$ cat config.mk
export PLATFORM = sky130hd
export DESIGN_NAME = dsp_top
export DESIGN_NICKNAME = d
export VERILOG_FILES = /design/src/dsp_pkg.sv /design/src/dsp_tick_if.sv /design/src/dsp_tick.sv /design/src/dsp_top.sv
export SDC_FILE = /design/constraint.sdc
export NUM_CORES = 2
export LEC_CHECK = 0
export BUFFER_PORTS_ARGS = -buffer_cell sky130_fd_sc_hd__clkbuf_2
export CELL_PAD_IN_SITES_DETAIL_PLACEMENT = 1
export CELL_PAD_IN_SITES_GLOBAL_PLACEMENT = 1
export CORE_ASPECT_RATIO = 1.4
export CORE_MARGIN = 3
export CORE_UTILIZATION = 50
export CTS_CLUSTER_DIAMETER = 60
export DETAILED_ROUTE_END_ITERATION = 16
export PLACE_DENSITY = 0.83
export SLEW_MARGIN = 20
export SYNTH_ARGS = -nofsm -noshare
export SYNTH_HDL_FRONTEND = slang
export SYNTH_HIERARCHICAL = 1
export SYNTH_SLANG_ARGS = --single-unit
$ cat constraint.sdc
create_clock -name pclk -period 17.9 [get_ports pclk]
set_input_delay 2.685 -clock pclk [delete_from_list [all_inputs] [get_ports pclk]]
set_output_delay 2.685 -clock pclk [all_outputs]
set_load 0.03 [all_outputs]
$ cat src/dsp_pkg.sv
// Shared constants and types of the dual serial port block.
package dsp_pkg;

  // ********************************************************************
  // Sizes and rates
  // ********************************************************************
  localparam int NCH = 2;
  localparam int AW = 8;
  localparam int DW = 21;
  localparam int QD = 16;
  localparam int QAW = 4;
  localparam int CLK_HZ = 50_000_000;
  localparam int BAUD_MIN = 35;
  localparam int BAUD_MAX_232 = 115_200;
  localparam int BAUD_MAX_485 = 2_304_000;
  localparam logic [DW-1:0] DIV_MIN_232 =
    DW'((CLK_HZ + BAUD_MAX_232 - 1) / BAUD_MAX_232);
  localparam logic [DW-1:0] DIV_MIN_485 =
    DW'((CLK_HZ + BAUD_MAX_485 - 1) / BAUD_MAX_485);
  localparam logic [DW-1:0] DIV_MAX = DW'(CLK_HZ / BAUD_MIN);

  // ********************************************************************
  // Register map
  // ********************************************************************
  localparam logic [4:0] OFF_CFG = 5'h00;
  localparam logic [4:0] OFF_DIV = 5'h04;
  localparam logic [4:0] OFF_DIR = 5'h08;
  localparam logic [4:0] OFF_TXQ = 5'h0C;
  localparam logic [4:0] OFF_RXQ = 5'h10;
  localparam logic [4:0] OFF_STAT = 5'h14;
  localparam logic [AW-1:0] OFF_GLOBAL = 8'h40;
  localparam logic [AW-1:0] OFF_IRQ_STAT = 8'h40;
  localparam logic [AW-1:0] OFF_IRQ_EN = 8'h44;
  localparam logic [AW-1:0] OFF_IRQ_CLR = 8'h48;
  localparam logic [AW-1:0] OFF_HWRST = 8'h4C;

  // ********************************************************************
  // Fields, codes and reset values
  // ********************************************************************
  localparam int CFG_PAR = 0;
  localparam int CFG_LEN = 2;
  localparam int CFG_STOP = 4;
  localparam int CFG_PROTO = 5;
  localparam logic [7:0] CFG_RST = 8'h6C;
  localparam logic [DW-1:0] DIV_RST = DIV_MIN_232;
  localparam logic [1:0] DIR_RST = 2'h0;
  localparam logic [1:0] PAR_NONE = 2'h0;
  localparam logic [1:0] PAR_ODD = 2'h2;
  localparam logic [1:0] PR_RTS = 2'h1;
  localparam logic [1:0] PR_XON = 2'h2;
  localparam logic [1:0] PR_485 = 2'h3;
  localparam logic [1:0] DIR_RX = 2'h0;
  localparam logic [1:0] DIR_TX = 2'h1;
  localparam logic [1:0] DIR_ECHO = 2'h2;
  localparam logic [7:0] CH_XON = 8'h11;
  localparam logic [7:0] CH_XOFF = 8'h13;
  localparam logic [31:0] RX_EMPTY_VAL = 32'hFFFFFFFF;
  localparam int EV_RX = 0;
  localparam int EV_TXDONE = 1;
  localparam int EV_OVF = 2;
  localparam int EV_ERR = 3;
  localparam int EV_W = 4;
  localparam int EVN = NCH * EV_W;

  typedef enum logic [2:0] {
    ST_IDLE = 3'b000,
    ST_START = 3'b001,
    ST_DATA = 3'b011,
    ST_PAR = 3'b010,
    ST_STOP = 3'b110
  } dsp_st_t;

endpackage

$ cat src/dsp_tick_if.sv
// Link between a frame engine and its half-bit tick divider.
`timescale 1ns/1ps

interface dsp_tick_if;
  logic run;
  logic [19:0] half;
  logic tick;
  modport src (output run, output half, input tick);
  modport div (input run, input half, output tick);
endinterface

$ cat src/dsp_tick.sv
// Half-bit tick divider for one serial direction.
`timescale 1ns/1ps

module dsp_tick (
  input wire logic pclk,    // System clock
  input wire logic presetn, // Asynchronous reset, active low
  dsp_tick_if.div tk        // Run, period and tick
);
  typedef struct packed {
    logic [19:0] cnt;
  } dsp_tick_st_t;

  dsp_tick_st_t s;
  dsp_tick_st_t next_s;

  // The counter restarts with every frame so ticks align to its start.
  assign tk.tick = tk.run && (s.cnt == tk.half - 20'h00001);

  always_comb begin
    next_s = s;
    if (!tk.run || tk.tick) begin
      next_s.cnt = '0;
    end else begin
      next_s.cnt = s.cnt + 20'h00001;
    end
  end

  always_ff @(posedge pclk or negedge presetn) begin
    if (!presetn) begin
      s <= '0;
    end else begin
      s <= next_s;
    end
  end
endmodule

$ cat src/dsp_top.sv
// Dual serial port with queues, APB registers and interrupt.
//
// Decided for this implementation: the APB register port and the register addresses.
`timescale 1ns/1ps

module dsp_top (
  input wire logic pclk,                       // APB clock
  input wire logic presetn,                    // Reset, active low
  input wire logic psel,                       // APB select
  input wire logic penable,                    // APB access phase
  input wire logic pwrite,                     // APB write
  input wire logic [dsp_pkg::AW-1:0] paddr,    // APB byte address
  input wire logic [31:0] pwdata,              // APB write data
  output logic [31:0] prdata,                  // APB read data
  output logic pready,                         // APB ready
  output logic pslverr,                        // APB unmapped address
  input wire logic [dsp_pkg::NCH-1:0] rxd,     // Serial receive lines
  input wire logic [dsp_pkg::NCH-1:0] cts_n,   // Clear to send, low
  output logic [dsp_pkg::NCH-1:0] txd,         // Serial send lines
  output logic [dsp_pkg::NCH-1:0] de,          // Line driver enable
  output logic [dsp_pkg::NCH-1:0] rts_n,       // Ready to receive, low
  output logic irq                             // Interrupt level
);
  import dsp_pkg::*;

  // ********************************************************************
  // State
  // ********************************************************************
  typedef struct packed {
    logic [NCH-1:0][7:0] cfg;
    logic [NCH-1:0][DW-1:0] div;
    logic [NCH-1:0][1:0] dir;
    logic [NCH-1:0][QD-1:0][7:0] txm;
    logic [NCH-1:0][QAW:0] twp;
    logic [NCH-1:0][QAW:0] trp;
    logic [NCH-1:0] twres;
    logic [NCH-1:0][QD-1:0][7:0] rxm;
    logic [NCH-1:0][QAW:0] rwp;
    logic [NCH-1:0][QAW:0] rrp;
    dsp_st_t [NCH-1:0] tst;
    logic [NCH-1:0][1:0] thb;
    logic [NCH-1:0][2:0] tbit;
    logic [NCH-1:0][7:0] tsh;
    logic [NCH-1:0] tpar;
    dsp_st_t [NCH-1:0] rxs;
    logic [NCH-1:0] rhb;
    logic [NCH-1:0][2:0] rbit;
    logic [NCH-1:0][7:0] rsh;
    logic [NCH-1:0] rpar;
    logic [NCH-1:0] txd;
    logic [NCH-1:0] de;
    logic [NCH-1:0] rts_n;
    logic [NCH-1:0] xoff;
    logic [EVN-1:0] ist;
    logic [EVN-1:0] ien;
    logic irq;
    logic [31:0] prdata;
    logic pready;
    logic pslverr;
  } dsp_top_st_t;

  dsp_top_st_t s;
  dsp_top_st_t next_s;
  logic [NCH-1:0][DW-1:0] effd;
  logic [NCH-1:0] tick_tx;
  logic [NCH-1:0] tick_rx;

  // Clamp the programmed divisor to the limits of the selected protocol.
  // Kept apart from the next-state logic so the tick path forms no loop.
  always_comb begin
    logic [DW-1:0] lo;
    lo = '0;
    effd = '0;
    for (int c = 0; c < NCH; c++) begin
      lo = (s.cfg[c][CFG_PROTO +: 2] == PR_485) ?
           DIV_MIN_485 : DIV_MIN_232;
      effd[c] = (s.div[c] < lo) ? lo :
                (s.div[c] > DIV_MAX) ? DIV_MAX : s.div[c];
    end
  end

  // ********************************************************************
  // Bit-rate dividers
  // ********************************************************************
  dsp_tick_if tk_tx[NCH] ();
  dsp_tick_if tk_rx[NCH] ();

  for (genvar g = 0; g < NCH; g++) begin : g_ch
    assign tk_tx[g].run = (s.tst[g] != ST_IDLE);
    assign tk_tx[g].half = effd[g][DW-1:1];
    assign tick_tx[g] = tk_tx[g].tick;
    assign tk_rx[g].run = (s.rxs[g] != ST_IDLE);
    assign tk_rx[g].half = effd[g][DW-1:1];
    assign tick_rx[g] = tk_rx[g].tick;
    dsp_tick u_tx (
      .pclk(pclk),
      .presetn(presetn),
      .tk(tk_tx[g])
    );
    dsp_tick u_rx (
      .pclk(pclk),
      .presetn(presetn),
      .tk(tk_rx[g])
    );
  end

  // ********************************************************************
  // Next state
  // ********************************************************************
  always_comb begin
    logic [1:0] par;
    logic [1:0] len;
    logic [1:0] pro;
    logic [1:0] dr;
    logic [2:0] last;
    logic [2:0] halves;
    logic pinit;
    logic tx_ok;
    logic line;
    logic keep;
    logic done;
    logic rerr;
    logic ch;
    logic hit;
    logic acc;
    logic hw;
    logic [QAW:0] tcnt;
    logic [QAW:0] rcnt;
    logic [7:0] rdat;
    logic [EVN-1:0] ev;
    logic [EVN-1:0] clr;
    par = '0;
    len = '0;
    pro = '0;
    dr = '0;
    last = '0;
    halves = '0;
    pinit = 1'b0;
    tx_ok = 1'b0;
    line = 1'b1;
    keep = 1'b0;
    done = 1'b0;
    rerr = 1'b0;
    ch = 1'b0;
    hit = 1'b0;
    acc = 1'b0;
    hw = 1'b0;
    tcnt = '0;
    rcnt = '0;
    rdat = '0;
    ev = '0;
    clr = '0;
    next_s = s;

    for (int c = 0; c < NCH; c++) begin
      par = s.cfg[c][CFG_PAR +: 2];
      len = s.cfg[c][CFG_LEN +: 2];
      pro = s.cfg[c][CFG_PROTO +: 2];
      dr = s.dir[c];
      last = 3'(len) + 3'h4;
      halves = !s.cfg[c][CFG_STOP] ? 3'h2 :
               (len == 2'h0) ? 3'h3 : 3'h4;
      pinit = (par == PAR_ODD);
      tcnt = s.twp[c] - s.trp[c];
      rcnt = s.rwp[c] - s.rrp[c];
      tx_ok = (tcnt != '0) && ((pro == PR_485) ?
              (dr == DIR_TX || dr == DIR_ECHO) :
              (pro == PR_RTS) ? !cts_n[c] :
              (pro == PR_XON) ? !s.xoff[c] : 1'b1);
      keep = (pro != PR_485) || (dr == DIR_RX) || (dr == DIR_ECHO);
      line = (pro == PR_485 && dr == DIR_ECHO && s.de[c]) ?
             s.txd[c] : rxd[c];
      done = 1'b0;
      rerr = 1'b0;
      rdat = 8'(s.rsh[c] >> (2'h3 - len));

      // Transmit framing.
      case (s.tst[c])
        ST_IDLE: begin
          next_s.de[c] = (pro != PR_485);
          if (tx_ok) begin
            next_s.tsh[c] = s.txm[c][s.trp[c][QAW-1:0]];
            next_s.trp[c] = s.trp[c] + 5'h01;
            next_s.tpar[c] = pinit;
            next_s.txd[c] = 1'b0;
            next_s.de[c] = 1'b1;
            next_s.thb[c] = '0;
            next_s.tst[c] = ST_START;
          end
        end
        ST_START: begin
          if (tick_tx[c]) begin
            next_s.thb[c] = s.thb[c] + 2'h1;
            if (s.thb[c] != 2'h0) begin
              next_s.thb[c] = '0;
              next_s.tbit[c] = '0;
              next_s.txd[c] = s.tsh[c][0];
              next_s.tpar[c] = s.tpar[c] ^ s.tsh[c][0];
              next_s.tsh[c] = s.tsh[c] >> 1;
              next_s.tst[c] = ST_DATA;
            end
          end
        end
        ST_DATA: begin
          if (tick_tx[c]) begin
            next_s.thb[c] = s.thb[c] + 2'h1;
            if (s.thb[c] != 2'h0) begin
              next_s.thb[c] = '0;
              if (s.tbit[c] == last) begin
                next_s.txd[c] = (par == PAR_NONE) ? 1'b1 : s.tpar[c];
                next_s.tst[c] = (par == PAR_NONE) ? ST_STOP : ST_PAR;
              end else begin
                next_s.tbit[c] = s.tbit[c] + 3'h1;
                next_s.txd[c] = s.tsh[c][0];
                next_s.tpar[c] = s.tpar[c] ^ s.tsh[c][0];
                next_s.tsh[c] = s.tsh[c] >> 1;
              end
            end
          end
        end
        ST_PAR: begin
          if (tick_tx[c]) begin
            next_s.thb[c] = s.thb[c] + 2'h1;
            if (s.thb[c] != 2'h0) begin
              next_s.thb[c] = '0;
              next_s.txd[c] = 1'b1;
              next_s.tst[c] = ST_STOP;
            end
          end
        end
        ST_STOP: begin
          if (tick_tx[c]) begin
            next_s.thb[c] = s.thb[c] + 2'h1;
            if ({1'b0, s.thb[c]} == halves - 3'h1) begin
              next_s.thb[c] = '0;
              next_s.tst[c] = ST_IDLE;
              ev[c * EV_W + EV_TXDONE] = (tcnt == '0);
            end
          end
        end
        default: begin
          next_s.tst[c] = ST_IDLE;
          next_s.txd[c] = 1'b1;
        end
      endcase

      // Receive framing, sampling at mid bit.
      case (s.rxs[c])
        ST_IDLE: begin
          if (!line) begin
            next_s.rhb[c] = 1'b0;
            next_s.rxs[c] = ST_START;
          end
        end
        ST_START: begin
          if (tick_rx[c]) begin
            next_s.rbit[c] = '0;
            next_s.rpar[c] = pinit;
            next_s.rxs[c] = line ? ST_IDLE : ST_DATA;
          end
        end
        ST_DATA: begin
          if (tick_rx[c]) begin
            next_s.rhb[c] = !s.rhb[c];
            if (s.rhb[c]) begin
              next_s.rsh[c] = {line, s.rsh[c][7:1]};
              next_s.rpar[c] = s.rpar[c] ^ line;
              next_s.rbit[c] = s.rbit[c] + 3'h1;
              if (s.rbit[c] == last) begin
                next_s.rxs[c] = (par == PAR_NONE) ? ST_STOP : ST_PAR;
              end
            end
          end
        end
        ST_PAR: begin
          if (tick_rx[c]) begin
            next_s.rhb[c] = !s.rhb[c];
            if (s.rhb[c]) begin
              next_s.rpar[c] = s.rpar[c] ^ line;
              next_s.rxs[c] = ST_STOP;
            end
          end
        end
        ST_STOP: begin
          if (tick_rx[c]) begin
            next_s.rhb[c] = !s.rhb[c];
            if (s.rhb[c]) begin
              done = 1'b1;
              rerr = !line || ((par != PAR_NONE) && s.rpar[c]);
              next_s.rxs[c] = ST_IDLE;
            end
          end
        end
        default: begin
          next_s.rxs[c] = ST_IDLE;
        end
      endcase

      // Queue the character, or drop it when muted or full.
      if (done && pro == PR_XON) begin
        if (rdat == CH_XOFF) begin
          next_s.xoff[c] = 1'b1;
        end else if (rdat == CH_XON) begin
          next_s.xoff[c] = 1'b0;
        end
      end
      if (done && keep) begin
        if (rcnt != 5'(QD)) begin
          next_s.rxm[c][s.rwp[c][QAW-1:0]] = rdat;
          next_s.rwp[c] = s.rwp[c] + 5'h01;
          ev[c * EV_W + EV_RX] = 1'b1;
          ev[c * EV_W + EV_ERR] = rerr;
        end else begin
          ev[c * EV_W + EV_OVF] = 1'b1;
        end
      end
      next_s.rts_n[c] = (pro == PR_RTS) && (rcnt == 5'(QD));
    end

    // ******************************************************************
    // APB slave, one wait state
    // ******************************************************************
    acc = psel && penable && !s.pready;
    next_s.pready = acc;
    next_s.pslverr = 1'b0;
    if (acc) begin
      next_s.prdata = '0;
      hit = 1'b1;
      ch = paddr[5];
      tcnt = s.twp[ch] - s.trp[ch];
      rcnt = s.rwp[ch] - s.rrp[ch];
      if (paddr < OFF_GLOBAL) begin
        case (paddr[4:0])
          OFF_CFG: begin
            next_s.prdata = {24'h000000, s.cfg[ch]};
            if (pwrite) begin
              next_s.cfg[ch] = {1'b0, pwdata[6:0]};
            end
          end
          OFF_DIV: begin
            next_s.prdata = {11'h000, s.div[ch]};
            if (pwrite) begin
              next_s.div[ch] = pwdata[DW-1:0];
            end
          end
          OFF_DIR: begin
            next_s.prdata = {30'h00000000, s.dir[ch]};
            if (pwrite) begin
              next_s.dir[ch] = pwdata[1:0];
            end
          end
          OFF_TXQ: begin
            next_s.prdata = {31'h00000000, s.twres[ch]};
            if (pwrite) begin
              next_s.twres[ch] = (tcnt == 5'(QD));
              if (tcnt != 5'(QD)) begin
                next_s.txm[ch][s.twp[ch][QAW-1:0]] = pwdata[7:0];
                next_s.twp[ch] = s.twp[ch] + 5'h01;
              end
            end
          end
          OFF_RXQ: begin
            if (!pwrite) begin
              next_s.prdata = (rcnt == '0) ? RX_EMPTY_VAL :
                {24'h000000, s.rxm[ch][s.rrp[ch][QAW-1:0]]};
              if (rcnt != '0) begin
                next_s.rrp[ch] = s.rrp[ch] + 5'h01;
              end
            end
          end
          OFF_STAT: begin
            next_s.prdata = {11'h000, tcnt, 3'h0, rcnt, 5'h00,
              (rcnt == '0), (tcnt == 5'(QD)),
              (tcnt != '0) || (s.tst[ch] != ST_IDLE)};
          end
          default: begin
            hit = 1'b0;
          end
        endcase
      end else begin
        case (paddr)
          OFF_IRQ_STAT: begin
            next_s.prdata = {24'h000000, s.ist};
          end
          OFF_IRQ_EN: begin
            next_s.prdata = {24'h000000, s.ien};
            if (pwrite) begin
              next_s.ien = pwdata[EVN-1:0];
            end
          end
          OFF_IRQ_CLR: begin
            clr = pwrite ? pwdata[EVN-1:0] : '0;
          end
          OFF_HWRST: begin
            hw = pwrite;
          end
          default: begin
            hit = 1'b0;
          end
        endcase
      end
      next_s.pslverr = !hit;
    end

    // ******************************************************************
    // Interrupt: a new event beats a clear in the same cycle
    // ******************************************************************
    next_s.ist = (s.ist & ~clr) | ev;
    next_s.irq = |(next_s.ist & next_s.ien);

    if (hw) begin
      next_s.cfg = {NCH{CFG_RST}};
      next_s.div = {NCH{DIV_RST}};
      next_s.dir = {NCH{DIR_RST}};
      next_s.twp = '0;
      next_s.trp = '0;
      next_s.rwp = '0;
      next_s.rrp = '0;
      next_s.twres = '0;
      for (int c = 0; c < NCH; c++) begin
        next_s.tst[c] = ST_IDLE;
        next_s.rxs[c] = ST_IDLE;
      end
      next_s.txd = '1;
      next_s.de = '0;
      next_s.xoff = '0;
    end
  end

  // ********************************************************************
  // Registers and outputs
  // ********************************************************************
  always_ff @(posedge pclk or negedge presetn) begin
    if (!presetn) begin
      s <= '0;
      s.cfg <= {NCH{CFG_RST}};
      s.div <= {NCH{DIV_RST}};
      s.dir <= {NCH{DIR_RST}};
      s.txd <= '1;
      s.rts_n <= '1;
    end else begin
      s <= next_s;
    end
  end

  assign prdata = s.prdata;
  assign pready = s.pready;
  assign pslverr = s.pslverr;
  assign txd = s.txd;
  assign de = s.de;
  assign rts_n = s.rts_n;
  assign irq = s.irq;
endmodule

# Word-level counts from Yosys, hierarchy flattened
# Index checks and enable logic that the tools add are counted.
classes:
  shift: 2
  eq_ne: 130
  order_cmp: 16
  n_reduce_logical: 156
  bitwise: 8
  muxes: 308
  n_addsub: 30
op_table:
  columns: ["operator", "n"]
  rows:
  - ["$mux 266", 3]
  - ["$mux 328", 2]
  - ["$mux 128", 3]
  - ["$bwmux 128", 2]
  - ["$bwmux 256", 1]
  - ["$mux 8", 29]
  - ["$pmux 32 s6", 1]
  - ["$mux 3", 62]
  - ["$mux 21", 7]
  - ["$demux 128 s1", 1]
  - ["$bmux 8 s4", 3]
  - ["$demux 8 s4", 3]
  - ["$mux 32", 3]
  - ["$mux 1", 95]
  - ["$mux 5", 17]
  - ["$mux 42", 2]
  - ["$add 20x1->20 const B", 4]
  - ["$eq 20x20->1", 4]
  - ["$mux 20", 4]
  - ["$ne 3x3->1 const B", 22]
  - ["$reduce_bool 2->1", 32]
  - ["$mux 62", 1]
  - ["$pmux 3 s5", 4]
  - ["$mux 10", 5]
  - ["82 further kinds", 340]
totals:
  in_bits: 49
  word_cells: 766
  reg_bits: 821

# Logic depth before layout (Yosys ltp)
depth:
  depth_word: 15
  mapped_depth: 30
  ltp_nobuf: 25

# Modules after synthesis
# Netlist, hierarchy kept.
modules_own_cells:
  columns: ["mod", "cells_each", "instances", "seq_area_each_um2", "area_per_inst_um2"]
  rows:
  - ["dsp_top", 3427, 1, 18272.5, 37683.6]
  - ["dsp_tick at g_ch[0].u_rx ...", 233, 3, 500.5, 1895.6]
  - ["dsp_tick at g_ch[1].u_tx", 195, 1, 500.5, 1737.9]

# Worst setup path before layout
# Ideal clock, no wire load.
synth_path:
  kind: "input to register"
  start: "in paddr[5] (netlist bit)"
  end: "reg s[447] (netlist name)"
  required_time_ns: 17.775
  path_slack_ns: 10.973
  stages: 17
  arrival_ns: 6.802
  path_cell_list: "buf_2 -> buf_2 -> buf_2 -> buf_2 -> buf_1 -> buf_1 -> mux2_2 -> ha_1 -> inv_1 -> fa_1 -> or2b_1 -> mux2i_1 -> a21oi_1 -> o311ai_4 -> buf_12 -> nor3_4 -> mux2_4"
synth_rtl:
  columns: ["element", "line", "text"]
  rows:
  - ["start: declaration", "dsp_top.sv:12", "input wire logic [dsp_pkg::AW-1:0] paddr,"]

==> impl_metrics.json <==
{
  "die_area_sq_mm": 0.09391,
  "pwr-share-clk_pct": 41.4,
  "cellPowerDensity_mw_per_mm2": 90.38,
  "ir_drop_mv": 0.06973,
  "io_pins": 90,
  "critPathKind": "flop to flop",
  "rrSetupSlack_ns": 9.31,
  "dpl.hpwl_um": 94870,
  "core_area_sq_mm": 0.08893,
  "drive_above_1_share_pct": 20.00,
  "route.detailed.drc": 0,
  "dp.cells": 5336,
  "grt_max_degree": 164,
  "postSynthAreaPerCell_sq_um": 10.44,
  "swShare_pct": 29.21,
  "cts_root_buf": "clkbuf_16",
  "cts_buffers": 84,
  "post_cts_buffers": 0,
  "fillCellCount": 9502,
  "clk_pin_slew_worst_paths_ns": 0.06,
  "crit_chain": "and2_1 -> inv_1 -> ha_1 -> nand2_1 -> o21ai_0 -> a311o_1 -> a31oi_1 -> inv_1 -> and2_1 -> a21o_1 -> nor3_4 -> nand4_1 -> o31ai_1 -> nand2_1 -> or4_4 -> a2111oi_4 -> nand2_1 -> nor3_1 -> o31a_1 -> nor2b_2 -> nand4_1 -> mux2_2",
  "fmax_mhz": 116.4,
  "maxSlewViolCount": 0,
  "synthArstFlopShare_pct": 100.0,
  "finalSetupTns_ns": 0,
  "skew_ns": 0.04495,
  "antenna_found_initial": 3,
  "fin_nets": 4359,
  "max_slew_margin_pct": 20.89,
  "finalCriticalPeriod_ns": 8.589,
  "crit_fanout": 23,
  "drv_cap": 0,
  "post_drt_wl_per_cell_um": 25.95,
  "hold_viol": 0,
  "htreeDepth": 3,
  "p_leak_uw": 0.02146,
  "period_share_pct": 47.98,
  "setup_slack_ns": 9.311,
  "grt_pass1_wl_um": 223500,
  "dr.pass1.iters": 7,
  "vias_per_cell": 6.379,
  "cp_top_family": "simple AND/OR/NAND/NOR gates",
  "synth_nets": 4437,
  "whs_path_depth": 2,
  "power_uw": 4427,
  "r2r_cells": 22,
  "dp_slack_ns": 9.407,
  "grt_setup_unrepaired": "no",
  "cp_num_cells": 22,
  "crit_top_cell": "nand2_1",
  "grt_pass1_vias": 38000,
  "drtIter0Drc": 2469,
  "synth_edf_count": 0,
  "grt_use_total_pct": 30.22,
  "ys_seq_area_share_pct": 44.95,
  "internal_power_uw": 3134,
  "final_cell_mix": "dfrtp_1 (781), nand2_1 (579), o21ai_0 (356)",
  "hold_class": "flop to flop",
  "final_common_cell": "dfrtp_1",
  "initial_core_util_pct": 50.72,
  "cts_resized": 0,
  "synthCells": 4321,
  "setup_viol": 0,
  "start_kind": "flop",
  "cts_tree": "yes",
  "worst_setup_path_end_kind": "flop",
  "synth.distinct_cells": 111,
  "p_sw_uw": 1293,
  "min_delay_worst_endpoint": "s[150]",
  "status": "completed",
  "reg2reg_from": "s[738]",
  "wl_um": 142400,
  "synth_area_sq_mm": 0.04511,
  "tightest_slew_ns": 1.187,
  "syn2layout_area_growth_pct": 8.588,
  "power_frac_comb_pct": 14.2,
  "fin_cells": 5490,
  "port_buffers": 78,
  "cp_data_required_time_ns": 18.43,
  "num_vias": 35020,
  "cpMaxStageDelayCell": "nor2b_2",
  "cpPeakStageDelay_ns": 0.82,
  "postRouteAntennaNets": 0,
  "holdCritStartpoint": "s[150]",
  "critPathBufInv": 2,
  "place_congestion": 0.8923,
  "p_seq_share_pct": 44.4,
  "cts_buffer_depth": 3,
  "clock_latency_ns": 0.69,
  "yosysWarnings": 6,
  "cp.arrival_ns": 9.12,
  "ys_ff_latch": 809,
  "r2r-end": "s[393]",
  "die_x_um": 259.9,
  "die_h_um": 361.4,
  "synth_flop_cell": "dfrtp_1",
  "rows": 129,
  "fin_hold_ws_ns": 0.4727,
  "holdBufCountCts": 0,
  "clock_sinks": 809,
  "grt_overflow": 0
}
[worst min-delay path, delay by kind of cell, from the launching register on]
| kind | cells | cell delay [ns] |
|---|---|---|
| flops | 1 | 0.34 |
| compound gates | 1 | 0.06 |
| simple gates | 1 | 0.04 |
[cell usage after synthesis (all sizes together), types with 82 or more instances]
library cell  instances  share of area (%)
dfrtp               785                 44
xor2                 84                1.6
a21oi               179                2.0
mux4                 82                4.1
buf                 107                1.5
nand3               101                1.1
inv                 112               0.93
mux2i               141                3.1
nor2                183                1.6
clkbuf              195                1.6
nor3                124                2.2
xnor2               119                2.3
o21ai               363                4.0
nand2               585                4.9
mux2                336                9.5
[routing by layer]
| metal | GRT usage, % | vias to the layer above | wire [um] |
|---|---|---|---|
| met5 | 0 | - | 13 |
| met3 | 4.019 | 464 | 7055 |
| met4 | 16.65 | 2 | 8359 |
| li1 | - | 15310 | - |
| met1 | 36.45 | 18080 | 56090 |
| met2 | 52.17 | 1163 | 70920 |
[stage by stage]
| step | area, sq um | utilization (%) |
|---|---|---|
| 2_1_floorplan | 45110 | - |
| 3_3_place_gp | 46120 | 51.85 |
| 3_5_place_dp | 46120 | 51.85 |
| 4_1_cts | 48960 | 55.05 |
| 5_1_grt | 48980 | 55.07 |
| 6_report | 48980 | 55.08 |
[cells by family after synthesis]
family          synth area share, %
simple gates                  15.75
fa+ha+maj                     1.892
compound gates                12.58
buf+inv                       4.102
xor+xnor                      4.044
mux                           16.68
flops                         44.95
[how the worst max path moves through the flow]
stage	from	slack [ns]	to
2_1_floorplan	paddr[5]	10.97	s[447]
3_3_place_gp	s[738]	9.52	s[393]
3_5_place_dp	s[739]	9.41	s[393]
4_1_cts	s[739]	9.38	s[393]
5_1_grt	s[738]	8.72	s[393]
6_report	s[738]	9.31	s[393]
[power by group through the flow]
stage	clock (uW)	sequential (uW)	combinational, uW
finish	1830	1960	630
floorplan	0	1940	464
detailed placement	0	1990	617
global placement	0	1990	593
global route	1930	1970	684
CTS	1860	1960	627
[sequential cells by signal, indices dropped and copies added, names as in the netlist]
| signal | count |
|---|---|
| g_ch.u_rx/s | 40 |
| rts_n | 2 |
| txd | 2 |
| pslverr | 1 |
| prdata | 22 |
| s | 698 |
| pready | 1 |
| irq | 1 |
| de | 2 |
| g_ch.u_tx/s | 40 |
[area by class of cell]
| type | instances | area [sq um] | share of cell area (%) |
|---|---|---|---|
| Multi-Input combinational cell | 3096 | 23070 | 47.09 |
| Sequential cell | 809 | 20280 | 41.41 |
| Clock buffer | 121 | 2462 | 5.027 |
| Tap cell | 1179 | 1475 | 3.012 |
| Timing Repair Buffer | 139 | 884.6 | 1.806 |
| Inverter | 113 | 424.2 | 0.8659 |
| Clock inverter | 32 | 381.6 | 0.7791 |
| Antenna cell | 1 | 2.502 | 0.005109 |
Power figures use the tool's default switching activity.
